==> config.mk <==
export PLATFORM = sky130hd
export DESIGN_NAME = ldsc_top
export DESIGN_NICKNAME = d
export VERILOG_FILES = /design/src/ldsc_pkg.sv /design/src/ldsc_ahb.sv /design/src/ldsc_stretch.sv /design/src/ldsc_top.sv
export SDC_FILE = /design/constraint.sdc
export NUM_CORES = 1
export LEC_CHECK = 0
export BUFFER_PORTS_ARGS = -buffer_cell sky130_fd_sc_hd__buf_2
export CELL_PAD_IN_SITES_DETAIL_PLACEMENT = 1
export CELL_PAD_IN_SITES_GLOBAL_PLACEMENT = 2
export CORE_UTILIZATION = 35
export DETAILED_ROUTE_END_ITERATION = 10
export PLACE_DENSITY_LB_ADDON = 0.1
export SLEW_MARGIN = 40
export SYNTH_ARGS = -nofsm -noshare
export SYNTH_HDL_FRONTEND = slang
export SYNTH_SLANG_ARGS = --single-unit
==> constraint.sdc <==
create_clock -name hclk -period 3.6 [get_ports hclk]
set_clock_uncertainty 0.1 [all_clocks]
set_input_delay 0 -clock hclk [delete_from_list [all_inputs] [get_ports hclk]]
set_output_delay 0 -clock hclk [all_outputs]
set_load 0.005 [all_outputs]
==> src/ldsc_pkg.sv <==
package ldsc_pkg;

    // ------------------------------------------------------------
    // register map
    // ------------------------------------------------------------
    localparam logic [7:0] LDSC_CFG_OFS = 8'h14; // indicator_configuration
    localparam logic [7:0] LDSC_STAT_OFS = 8'h18; // live status readback
    localparam logic [15:0] LDSC_CFG_RST = 16'h0022;
    localparam logic [15:0] LDSC_CFG_WMASK = 16'h00FF; // upper byte not held

    // ------------------------------------------------------------
    // field positions
    // ------------------------------------------------------------
    localparam int LDSC_SEL_LSB = 4;
    localparam int LDSC_DUR_LSB = 2;
    localparam int LDSC_STR_BIT = 1;

    // ------------------------------------------------------------
    // selector codes
    // ------------------------------------------------------------
    localparam logic [3:0] SEL_SPEED = 4'h0;
    localparam logic [3:0] SEL_TX = 4'h1;
    localparam logic [3:0] SEL_RX = 4'h2;
    localparam logic [3:0] SEL_COL = 4'h3;
    localparam logic [3:0] SEL_LINK = 4'h4;
    localparam logic [3:0] SEL_DUPLEX = 4'h5;
    localparam logic [3:0] SEL_ACT = 4'h7;
    localparam logic [3:0] SEL_ON = 4'h8;
    localparam logic [3:0] SEL_BLINK = 4'h9;
    localparam logic [3:0] SEL_LINK_RX = 4'hA;
    localparam logic [3:0] SEL_DUP_COL = 4'hF;

    // ------------------------------------------------------------
    // timing, clock 25 MHz
    // ------------------------------------------------------------
    localparam longint CLK_HZ = 25000000;
    localparam longint STR30_MS = 30;
    localparam longint STR60_MS = 60;
    localparam longint STR100_MS = 100;
    localparam longint BLINK_HALF_MS = 50;
    localparam longint STR30_CYC = STR30_MS * CLK_HZ / 1000;
    localparam longint STR60_CYC = STR60_MS * CLK_HZ / 1000;
    localparam longint STR100_CYC = STR100_MS * CLK_HZ / 1000;
    localparam longint BLINK_CYC = BLINK_HALF_MS * CLK_HZ / 1000;
    localparam int CNT_W = 22;

endpackage

==> src/ldsc_ahb.sv <==
`timescale 1ns/1ps
module ldsc_ahb
    import ldsc_pkg::*;
(
    // clock and reset
    input wire logic hclk,
    input wire logic hresetn,
    // ahb-lite slave
    input wire logic hsel,
    input wire logic [7:0] haddr,
    input wire logic [1:0] htrans,
    input wire logic hwrite,
    input wire logic hready,
    // decoded data phase
    output logic wr_en,
    output logic [7:0] ph_addr
);

    typedef struct packed {
        logic wr;
        logic [7:0] addr;
    } ldsc_ap_t;

    ldsc_ap_t ap_r;
    ldsc_ap_t ap_nxt;

    // capture address phase when the bus advances
    always_comb
    begin
        ap_nxt = ap_r;
        if (hready)
        begin
            ap_nxt.wr = hsel & htrans[1] & hwrite;
            ap_nxt.addr = haddr;
        end
    end

    always_ff @(posedge hclk or negedge hresetn)
    begin
        if (!hresetn)
            ap_r <= '0;
        else
            ap_r <= ap_nxt;
    end

    assign wr_en = ap_r.wr;
    assign ph_addr = ap_r.addr;

endmodule // ldsc_ahb

==> src/ldsc_stretch.sv <==
`timescale 1ns/1ps
module ldsc_stretch
    import ldsc_pkg::*;
(
    // clock and reset
    input wire logic hclk,
    input wire logic hresetn,
    // control
    input wire logic event_in,
    input wire logic [CNT_W-1:0] len,
    // result
    output logic active
);

    typedef struct packed {
        logic [CNT_W-1:0] cnt;
    } ldsc_str_t;

    ldsc_str_t st_r;
    ldsc_str_t st_nxt;

    // reload on each event, count down to zero
    always_comb
    begin
        st_nxt = st_r;
        if (event_in)
            st_nxt.cnt = len;
        else if (st_r.cnt != '0)
            st_nxt.cnt = st_r.cnt - 1'b1;
    end

    always_ff @(posedge hclk or negedge hresetn)
    begin
        if (!hresetn)
            st_r <= '0;
        else
            st_r <= st_nxt;
    end

    assign active = event_in | (st_r.cnt != '0);

endmodule // ldsc_stretch

==> src/ldsc_top.sv <==
// Decided for this implementation: the AHB-Lite slave port.
`timescale 1ns/1ps
module ldsc_top
    import ldsc_pkg::*;
(
    // clock and reset
    input wire logic hclk,
    input wire logic hresetn,
    // ahb-lite slave
    input wire logic hsel,
    input wire logic [7:0] haddr,
    input wire logic [1:0] htrans,
    input wire logic hwrite,
    input wire logic [2:0] hsize,
    input wire logic hready,
    input wire logic [31:0] hwdata,
    output logic [31:0] hrdata,
    output logic hreadyout,
    output logic hresp,
    // transceiver status
    input wire logic speed_100,
    input wire logic tx_event,
    input wire logic rx_event,
    input wire logic col_event,
    input wire logic link_up,
    input wire logic full_duplex,
    // indicator
    output logic third_indicator
);

    // ------------------------------------------------------------
    // state
    // ------------------------------------------------------------
    typedef struct packed {
        logic [15:0] cfg;
        logic [CNT_W-1:0] blink_cnt;
        logic blink;
        logic tgl;
        logic sec_d;
        logic led;
    } ldsc_st_t;

    ldsc_st_t st_r;
    ldsc_st_t st_nxt;

    logic wr_en;
    logic [7:0] ph_addr;
    logic [3:0] third_indicator_select;
    logic [1:0] stretch_duration_select;
    logic str_en;
    logic combined;
    logic use_str;
    logic [CNT_W-1:0] len;
    logic [2:0] ev;
    logic [2:0] ev_str;
    logic tx_v;
    logic rx_v;
    logic col_v;
    logic sec;
    logic prim;

    // ------------------------------------------------------------
    // bus front end
    // ------------------------------------------------------------
    ldsc_ahb u_ahb (
        .hclk(hclk),
        .hresetn(hresetn),
        .hsel(hsel),
        .haddr(haddr),
        .htrans(htrans),
        .hwrite(hwrite),
        .hready(hready),
        .wr_en(wr_en),
        .ph_addr(ph_addr)
    );

    // zero wait states, always okay
    assign hreadyout = 1'b1;
    assign hresp = 1'b0;

    // read mux, unmapped reads as zero
    always_comb
    begin
        hrdata = 32'h0000_0000;
        if (ph_addr == LDSC_CFG_OFS)
            hrdata = {16'h0000, st_r.cfg};
        else if (ph_addr == LDSC_STAT_OFS)
            hrdata = {26'h0, third_indicator, full_duplex, link_up,
                      speed_100, st_r.blink, st_r.tgl};
    end

    // ------------------------------------------------------------
    // configuration fields
    // ------------------------------------------------------------
    assign third_indicator_select = st_r.cfg[LDSC_SEL_LSB +: 4];
    assign stretch_duration_select = st_r.cfg[LDSC_DUR_LSB +: 2];
    assign str_en = st_r.cfg[LDSC_STR_BIT];
    assign combined = (third_indicator_select == SEL_LINK_RX)
                    | (third_indicator_select == SEL_DUP_COL);
    assign use_str = str_en | combined;

    // duration decode, reserved code treated as longest
    always_comb
    begin
        unique case (stretch_duration_select)
            2'b00: len = CNT_W'(STR30_CYC);
            2'b01: len = CNT_W'(STR60_CYC);
            default: len = CNT_W'(STR100_CYC);
        endcase
    end

    // ------------------------------------------------------------
    // event stretchers: tx, rx, collision
    // ------------------------------------------------------------
    assign ev = {col_event, rx_event, tx_event};

    genvar gi;
    generate
        for (gi = 0; gi < 3; gi++)
        begin : g_str
            ldsc_stretch u_str (
                .hclk(hclk),
                .hresetn(hresetn),
                .event_in(ev[gi]),
                .len(len),
                .active(ev_str[gi])
            );
        end
    endgenerate

    // stretched or raw event views
    assign tx_v = use_str ? ev_str[0] : ev[0];
    assign rx_v = use_str ? ev_str[1] : ev[1];
    assign col_v = use_str ? ev_str[2] : ev[2];

    // combined displays: secondary source and primary level
    assign sec = (third_indicator_select == SEL_DUP_COL) ? ev_str[2]
                                                         : ev_str[1];
    assign prim = (third_indicator_select == SEL_DUP_COL) ? full_duplex
                                                          : link_up;

    // ------------------------------------------------------------
    // next state
    // ------------------------------------------------------------
    always_comb
    begin
        st_nxt = st_r;
        // software write; bit 0 kept as written, ignored
        if (wr_en && ph_addr == LDSC_CFG_OFS)
            st_nxt.cfg = hwdata[15:0] & LDSC_CFG_WMASK;
        // fast blink time base
        if (st_r.blink_cnt == '0)
        begin
            st_nxt.blink_cnt = CNT_W'(BLINK_CYC - 1);
            st_nxt.blink = ~st_r.blink;
        end
        else
            st_nxt.blink_cnt = st_r.blink_cnt - 1'b1;
        // toggle phase advances each blink tick while events stretched
        st_nxt.sec_d = sec;
        if (sec && st_r.blink_cnt == '0)
            st_nxt.tgl = ~st_r.tgl;
        else if (sec && !st_r.sec_d)
            st_nxt.tgl = ~st_r.tgl;
        else if (!sec)
            st_nxt.tgl = 1'b0;
        // source selection
        unique case (third_indicator_select)
            SEL_SPEED: st_nxt.led = speed_100;
            SEL_TX: st_nxt.led = tx_v;
            SEL_RX: st_nxt.led = rx_v;
            SEL_COL: st_nxt.led = col_v;
            SEL_LINK: st_nxt.led = link_up;
            SEL_DUPLEX: st_nxt.led = full_duplex;
            SEL_ACT: st_nxt.led = tx_v | rx_v;
            SEL_ON: st_nxt.led = 1'b1;
            SEL_BLINK: st_nxt.led = st_r.blink;
            SEL_LINK_RX:
                st_nxt.led = sec ? (prim ^ st_nxt.tgl) : link_up;
            SEL_DUP_COL:
                st_nxt.led = sec ? (prim ^ st_nxt.tgl) : full_duplex;
            default: st_nxt.led = 1'b0;
        endcase
    end

    // ------------------------------------------------------------
    // registers
    // ------------------------------------------------------------
    always_ff @(posedge hclk or negedge hresetn)
    begin
        if (!hresetn)
        begin
            st_r <= '0;
            st_r.cfg <= LDSC_CFG_RST;
        end
        else
            st_r <= st_nxt;
    end

    assign third_indicator = st_r.led;

endmodule // ldsc_top

# After elaboration in Yosys (flattened, before gate mapping)
# Cells that the tools add are included.
# word_totals
reg_bits	109
input_bits	56
output_inout_bits	35
word_cells	73
# classes
add_sub_neg	4
n_eq_ne	13
n_mux	21
bitwise	11
reduce_logical	13
# op_table
cell	n
22-bit two-way mux	7
22-bit by 1-bit subtractor with 22-bit output, second input constant	4
22-bit nonzero test	3
22-bit one-hot mux with 2 select lines	1
32-bit two-way mux	1
22-bit zero test	1
4-bit == test, second input constant	4
8-bit by 5-bit == test with 1-bit output, second input constant	2
4-bit by 3-bit == test with 1-bit output, second input constant	3
1-bit one-hot mux with 11 select lines	1
1-bit two-way mux	10
4-bit by 2-bit == test with 1-bit output, second input constant	2
6-bit two-way mux	1
1-bit OR	6
2-bit nonzero test	3
4-bit by 1-bit == test with 1-bit output, second input constant	1
4-bit zero test	1
1-bit logical AND	3
1-bit bitwise AND	2
2-bit by 1-bit == test with 1-bit output, second input constant	1
2-bit zero test	1
1-bit NOT	2
1-bit zero test	1
1-bit bitwise XOR	1

# Logic depth before layout (Yosys ltp)
# logic_depth
depth_word	9
mapped_depth	10
depth_no_buf	8

# Hierarchy
# From an unflattened synthesis, not the netlist that was laid out.
# hier_totals
cells_unflattened	680
hier_area_um2	6687.7
# by_module_without_submodules
module	instances	cells_each	area_each_um2
ldsc_stretch	3	148	1402.6
ldsc_top	1	215	2108.3
ldsc_ahb	1	21	371.6

# Worst setup path before layout
# No wires, ideal clock.
# synth_path
path_kind	flip-flop to flip-flop
from	reg st_r[4] (netlist bit)
to	reg st_r (netlist bit third_indicator)
setup_time_ps	87
t_arrival_ps	2390
required_time_ps	3413
slack_ps	1024
path_stages_with_launch	11
n_path_buf	2
synth_period_minus_slack_ps	2576
cell_sequence	dfrtp_1 inv_1 ha_1 or4b_1 buf_2 or4_4 buf_6 o31ai_4 xnor2_1 nand3_1 o211ai_1
# synth_rtl
element	line	text
start, declared	ldsc_top.sv:43	ldsc_st_t st_r;
start signal, assigned	ldsc_top.sv:197	st_r <= st_nxt;

# Final worst setup path
# layout_path
from	reg g_str[2].u_str.st_r[5] (netlist bit)
to	reg g_str[2].u_str.st_r[7] (netlist bit)
# layout_between
elab_chain_cells	3
# layout_lines
element	line	text
start, declared	ldsc_stretch.sv:19	ldsc_str_t st_r;
start signal, assigned	ldsc_stretch.sv:37	st_r <= st_nxt;
22-bit by 1-bit subtractor with 22-bit output	ldsc_stretch.sv:29	st_nxt.cnt = st_r.cnt - 1'b1;
22-bit two-way mux	ldsc_stretch.sv:28	else if (st_r.cnt != '0)
22-bit two-way mux	ldsc_stretch.sv:26	if (event_in)
# Parallel ways exist; a longest one is shown, timed or not. The select of a mux whose other input is x is not followed.
# A chain may end at the register's enable or synchronous reset.

==> metrics.cfg <==
[critical_path]
critPathArrivalTime_ps = 2930
r2r_start = g_str[2].u_str.st_r[5]
endpoint_kind = flop
crit_start = g_str[2].u_str.st_r[5]
rr_worst_depth = 6
critPathRequiredTime_ps = 3770
critical_path_class = reg -> reg
startpoint_type = flop
path_max_fanout = 5

[routing]
drc = 0
wirelength_mm = 14.7
first_pass_iters = 4
ant_nets = 0
drtIter0Drc = 152
routed_via_density = 5.08
vias = 4489
wire_per_inst_um = 16.6

[synth]
synth-seq-cells = 109
synth_top_family_by_area = simple AND/OR/NAND/NOR gates
synth_top_cell_by_area = dfrtp_1
avgSynthCellArea_um2 = 9.76
syn_inst = 598
yosys.area_share.simple = 0.225
synth-async-reset-ratio = 1.00
synthAdderAreaFrac = 0.0150
ys.flop_type = dfrtp_1
synth_mux_area_frac = 0.0397
yosysTopAreaCellShare = 0.459
synth-edff-count = 0
ys_warn_count = 0
ys_types = 52
ys_seq_area_frac = 0.468
synth_xor_area_frac = 0.114
synth_area_leaders = dfrtp_1 (46%), xnor2_1 (6.9%), xor2_1 (4.5%)
syn-cell-area_um2 = 5840
synth-compound-area-share = 0.0817

[cells_and_area]
n_fill_cell = 1813
layout.nets = 725
final_cells = 883
final-seq-area_um2 = 2730
drive_above_1_share = 0.130
area_delta_synth_final_pct = 16.4
multi_input_area_um2 = 2880
antenna_cells = 0

[power_and_ir_drop]
p_leak_nw = 2.70
switching_power_mw = 0.754
pwr-share-seq = 0.497
vdd_drop_max_uv = 235
combPwrFrac = 0.128
pwr-share-clk = 0.376
power.density_nw_per_um2 = 420
p_int_mw = 2.10
swShare = 0.264

[global_routing]
grt_pass1_wl_mm = 25.1
antenna_found_initial = 0
grt_max_degree = 56
overflow = 0
grt.total_usage = 0.184
grt_pass1_vias = 4854

[floorplan]
die-width_um = 131
std_cell_rows = 46
die_area_um2 = 17200
die_h_um = 131
ios = 91
coreArea_um2 = 16100
initial_core_util = 0.363

[cts]
worstSkewPairLatency_ps = 350
path_clk_slew_ps = 70
cts_made_buffers = 9
clock_path_buffers = 2
post_cts_buffers = 0
cts_tree = yes
cts_max_level = 3
cts_num_sinks = 109
cts-root-buf = clkbuf_16

[sta]
final-setup-viol-count = 0
slew_viol_final = 0
rsz0062_at_grt = no
finalSetupTns_ps = 0
tightest_slew_ps = 753
hold_viol_final = 0
fin_crit_sh = 0.766
max_slew_margin = 0.497
max_freq_mhz = 363
finalCriticalPeriod_ps = 2760
fin_hold_ws_ps = 61.4

[placement]
numPortBuffers = 36
gp_congestion = 0.734
post-dp-hpwl_mm = 10.4
dpl.cell_count = 836

[hold_path]
min_path_type = in -> async

[outcome]
status = finished, final reports clean

[run]
max_cap_violations = 0

-- cells in the mapped netlist, drive strengths merged (3+ instances only) --
| library cell | instances |
|---|---|
| a21oi | 12 |
| nand3 | 12 |
| buf | 31 |
| mux2i | 4 |
| nand2b | 7 |
| or2 | 3 |
| nor2b | 8 |
| nor3 | 24 |
| nor2 | 62 |
| and2 | 5 |
| nor4 | 27 |
| ha | 7 |
| a22o | 6 |
| xnor2 | 46 |
| xor2 | 30 |
| nand3b | 4 |
| and3 | 3 |
| o22ai | 4 |
| or4 | 10 |
| clkbuf | 12 |
| mux2 | 17 |
| a21boi | 7 |
| nand2 | 52 |
| or3 | 15 |
| inv | 14 |
| nand4 | 6 |
| o21ai | 34 |
| dfrtp | 107 |
| nor4b | 3 |
-- cells in the final DEF, fill, tap and decap left out, drive strengths merged, types with 15 or more instances in the layout --
| cell | count |
|---|---|
| buf | 41 |
| mux2 | 17 |
| xnor2 | 46 |
| dlygate4sd3 | 31 |
| nor3 | 24 |
| inv | 15 |
| nand2 | 52 |
| nor4 | 27 |
| nor2 | 62 |
| o21ai | 34 |
| xor2 | 30 |
| dfrtp | 107 |
| or3 | 15 |
| conb | 26 |
-- layout make-up --
type / instances / area share
multi-input cells: 456 / 0.424
flip-flops and latches: 109 / 0.402
repair buffers: 72 / 0.0805
well taps: 216 / 0.0398
clock buffers: 10 / 0.0337
clock inverters: 6 / 0.0127
inverters: 14 / 0.00774
-- worst paths after layout --
path                                               end  slack [ps]
worst max register to register  g_str[2].u_str.st_r[7]         840
min in group hclk                      third_indicator         220
worst max-delay path            g_str[2].u_str.st_r[7]         840
worst min-delay path            g_str[1].u_str.st_r[3]          60
worst min register to register                st_r[20]         370
max in group asynchronous                     st_r[27]        2550
-- metrics by stage --
step	area, um^2	worst slack, ps	utilization	total power, mW
2_1_floorplan	5930	1020	-	1.66
6_report	6790	841	0.423	2.86
3_5_place_dp	6160	839	0.384	1.78
5_1_grt	6790	689	0.423	3.01
3_3_place_gp	6160	847	0.384	1.76
4_1_cts	6780	824	0.422	2.90
-- power by group through the flow --
stage | logic [mW] | clock network, mW | registers [mW]
6_report | 0.364 | 1.07 | 1.42
5_1_grt | 0.415 | 1.16 | 1.43
4_1_cts | 0.369 | 1.12 | 1.42
3_5_place_dp | 0.334 | 0 | 1.44
3_3_place_gp | 0.321 | 0 | 1.44
2_1_floorplan | 0.255 | 0 | 1.41
-- repair_timing --
action,4_1_cts,5_1_grt
hold endpoints to repair,91,0
hold buffers,31,0
gates resized for setup,0,0
-- kinds of logic (layout without fill, tap and decap cells) --
logic type      after synthesis  in the layout
compound gates               76             76
simple gates                250            250
other cells                   2             26
buf+inv                      57            102
fa+ha+maj                     7              7
flops                       109            109
xor+xnor                     76             76
mux                          21             21
-- worst max-delay path, stage by stage (launching register included) --
cell and delay, ps:
dfrtp_1 410, or4_4 580, or4_4 540, o21ai_0 600, nor2_1 110, xnor2_1 150
a21boi_0 180
-- state kept, by name (all words and copies together) (netlist names) --
name and cells:
u_ahb.wr_en 1, third_indicator 1, st_r 33, g_str.u_str.st_r 66, u_ahb.ph_addr 8
-- layer usage --
layer	vias up	global-route usage	wire, um	part of all wire
li1	2154	-	-	-
met1	2282	0.237	6890	0.47
met2	42	0.313	7290	0.50
met3	11	0.0262	330	0.022
met4	0	0.0627	180	0.012
met5	-	0	0	0
Note: power is estimated with default switching activity, not from simulation.
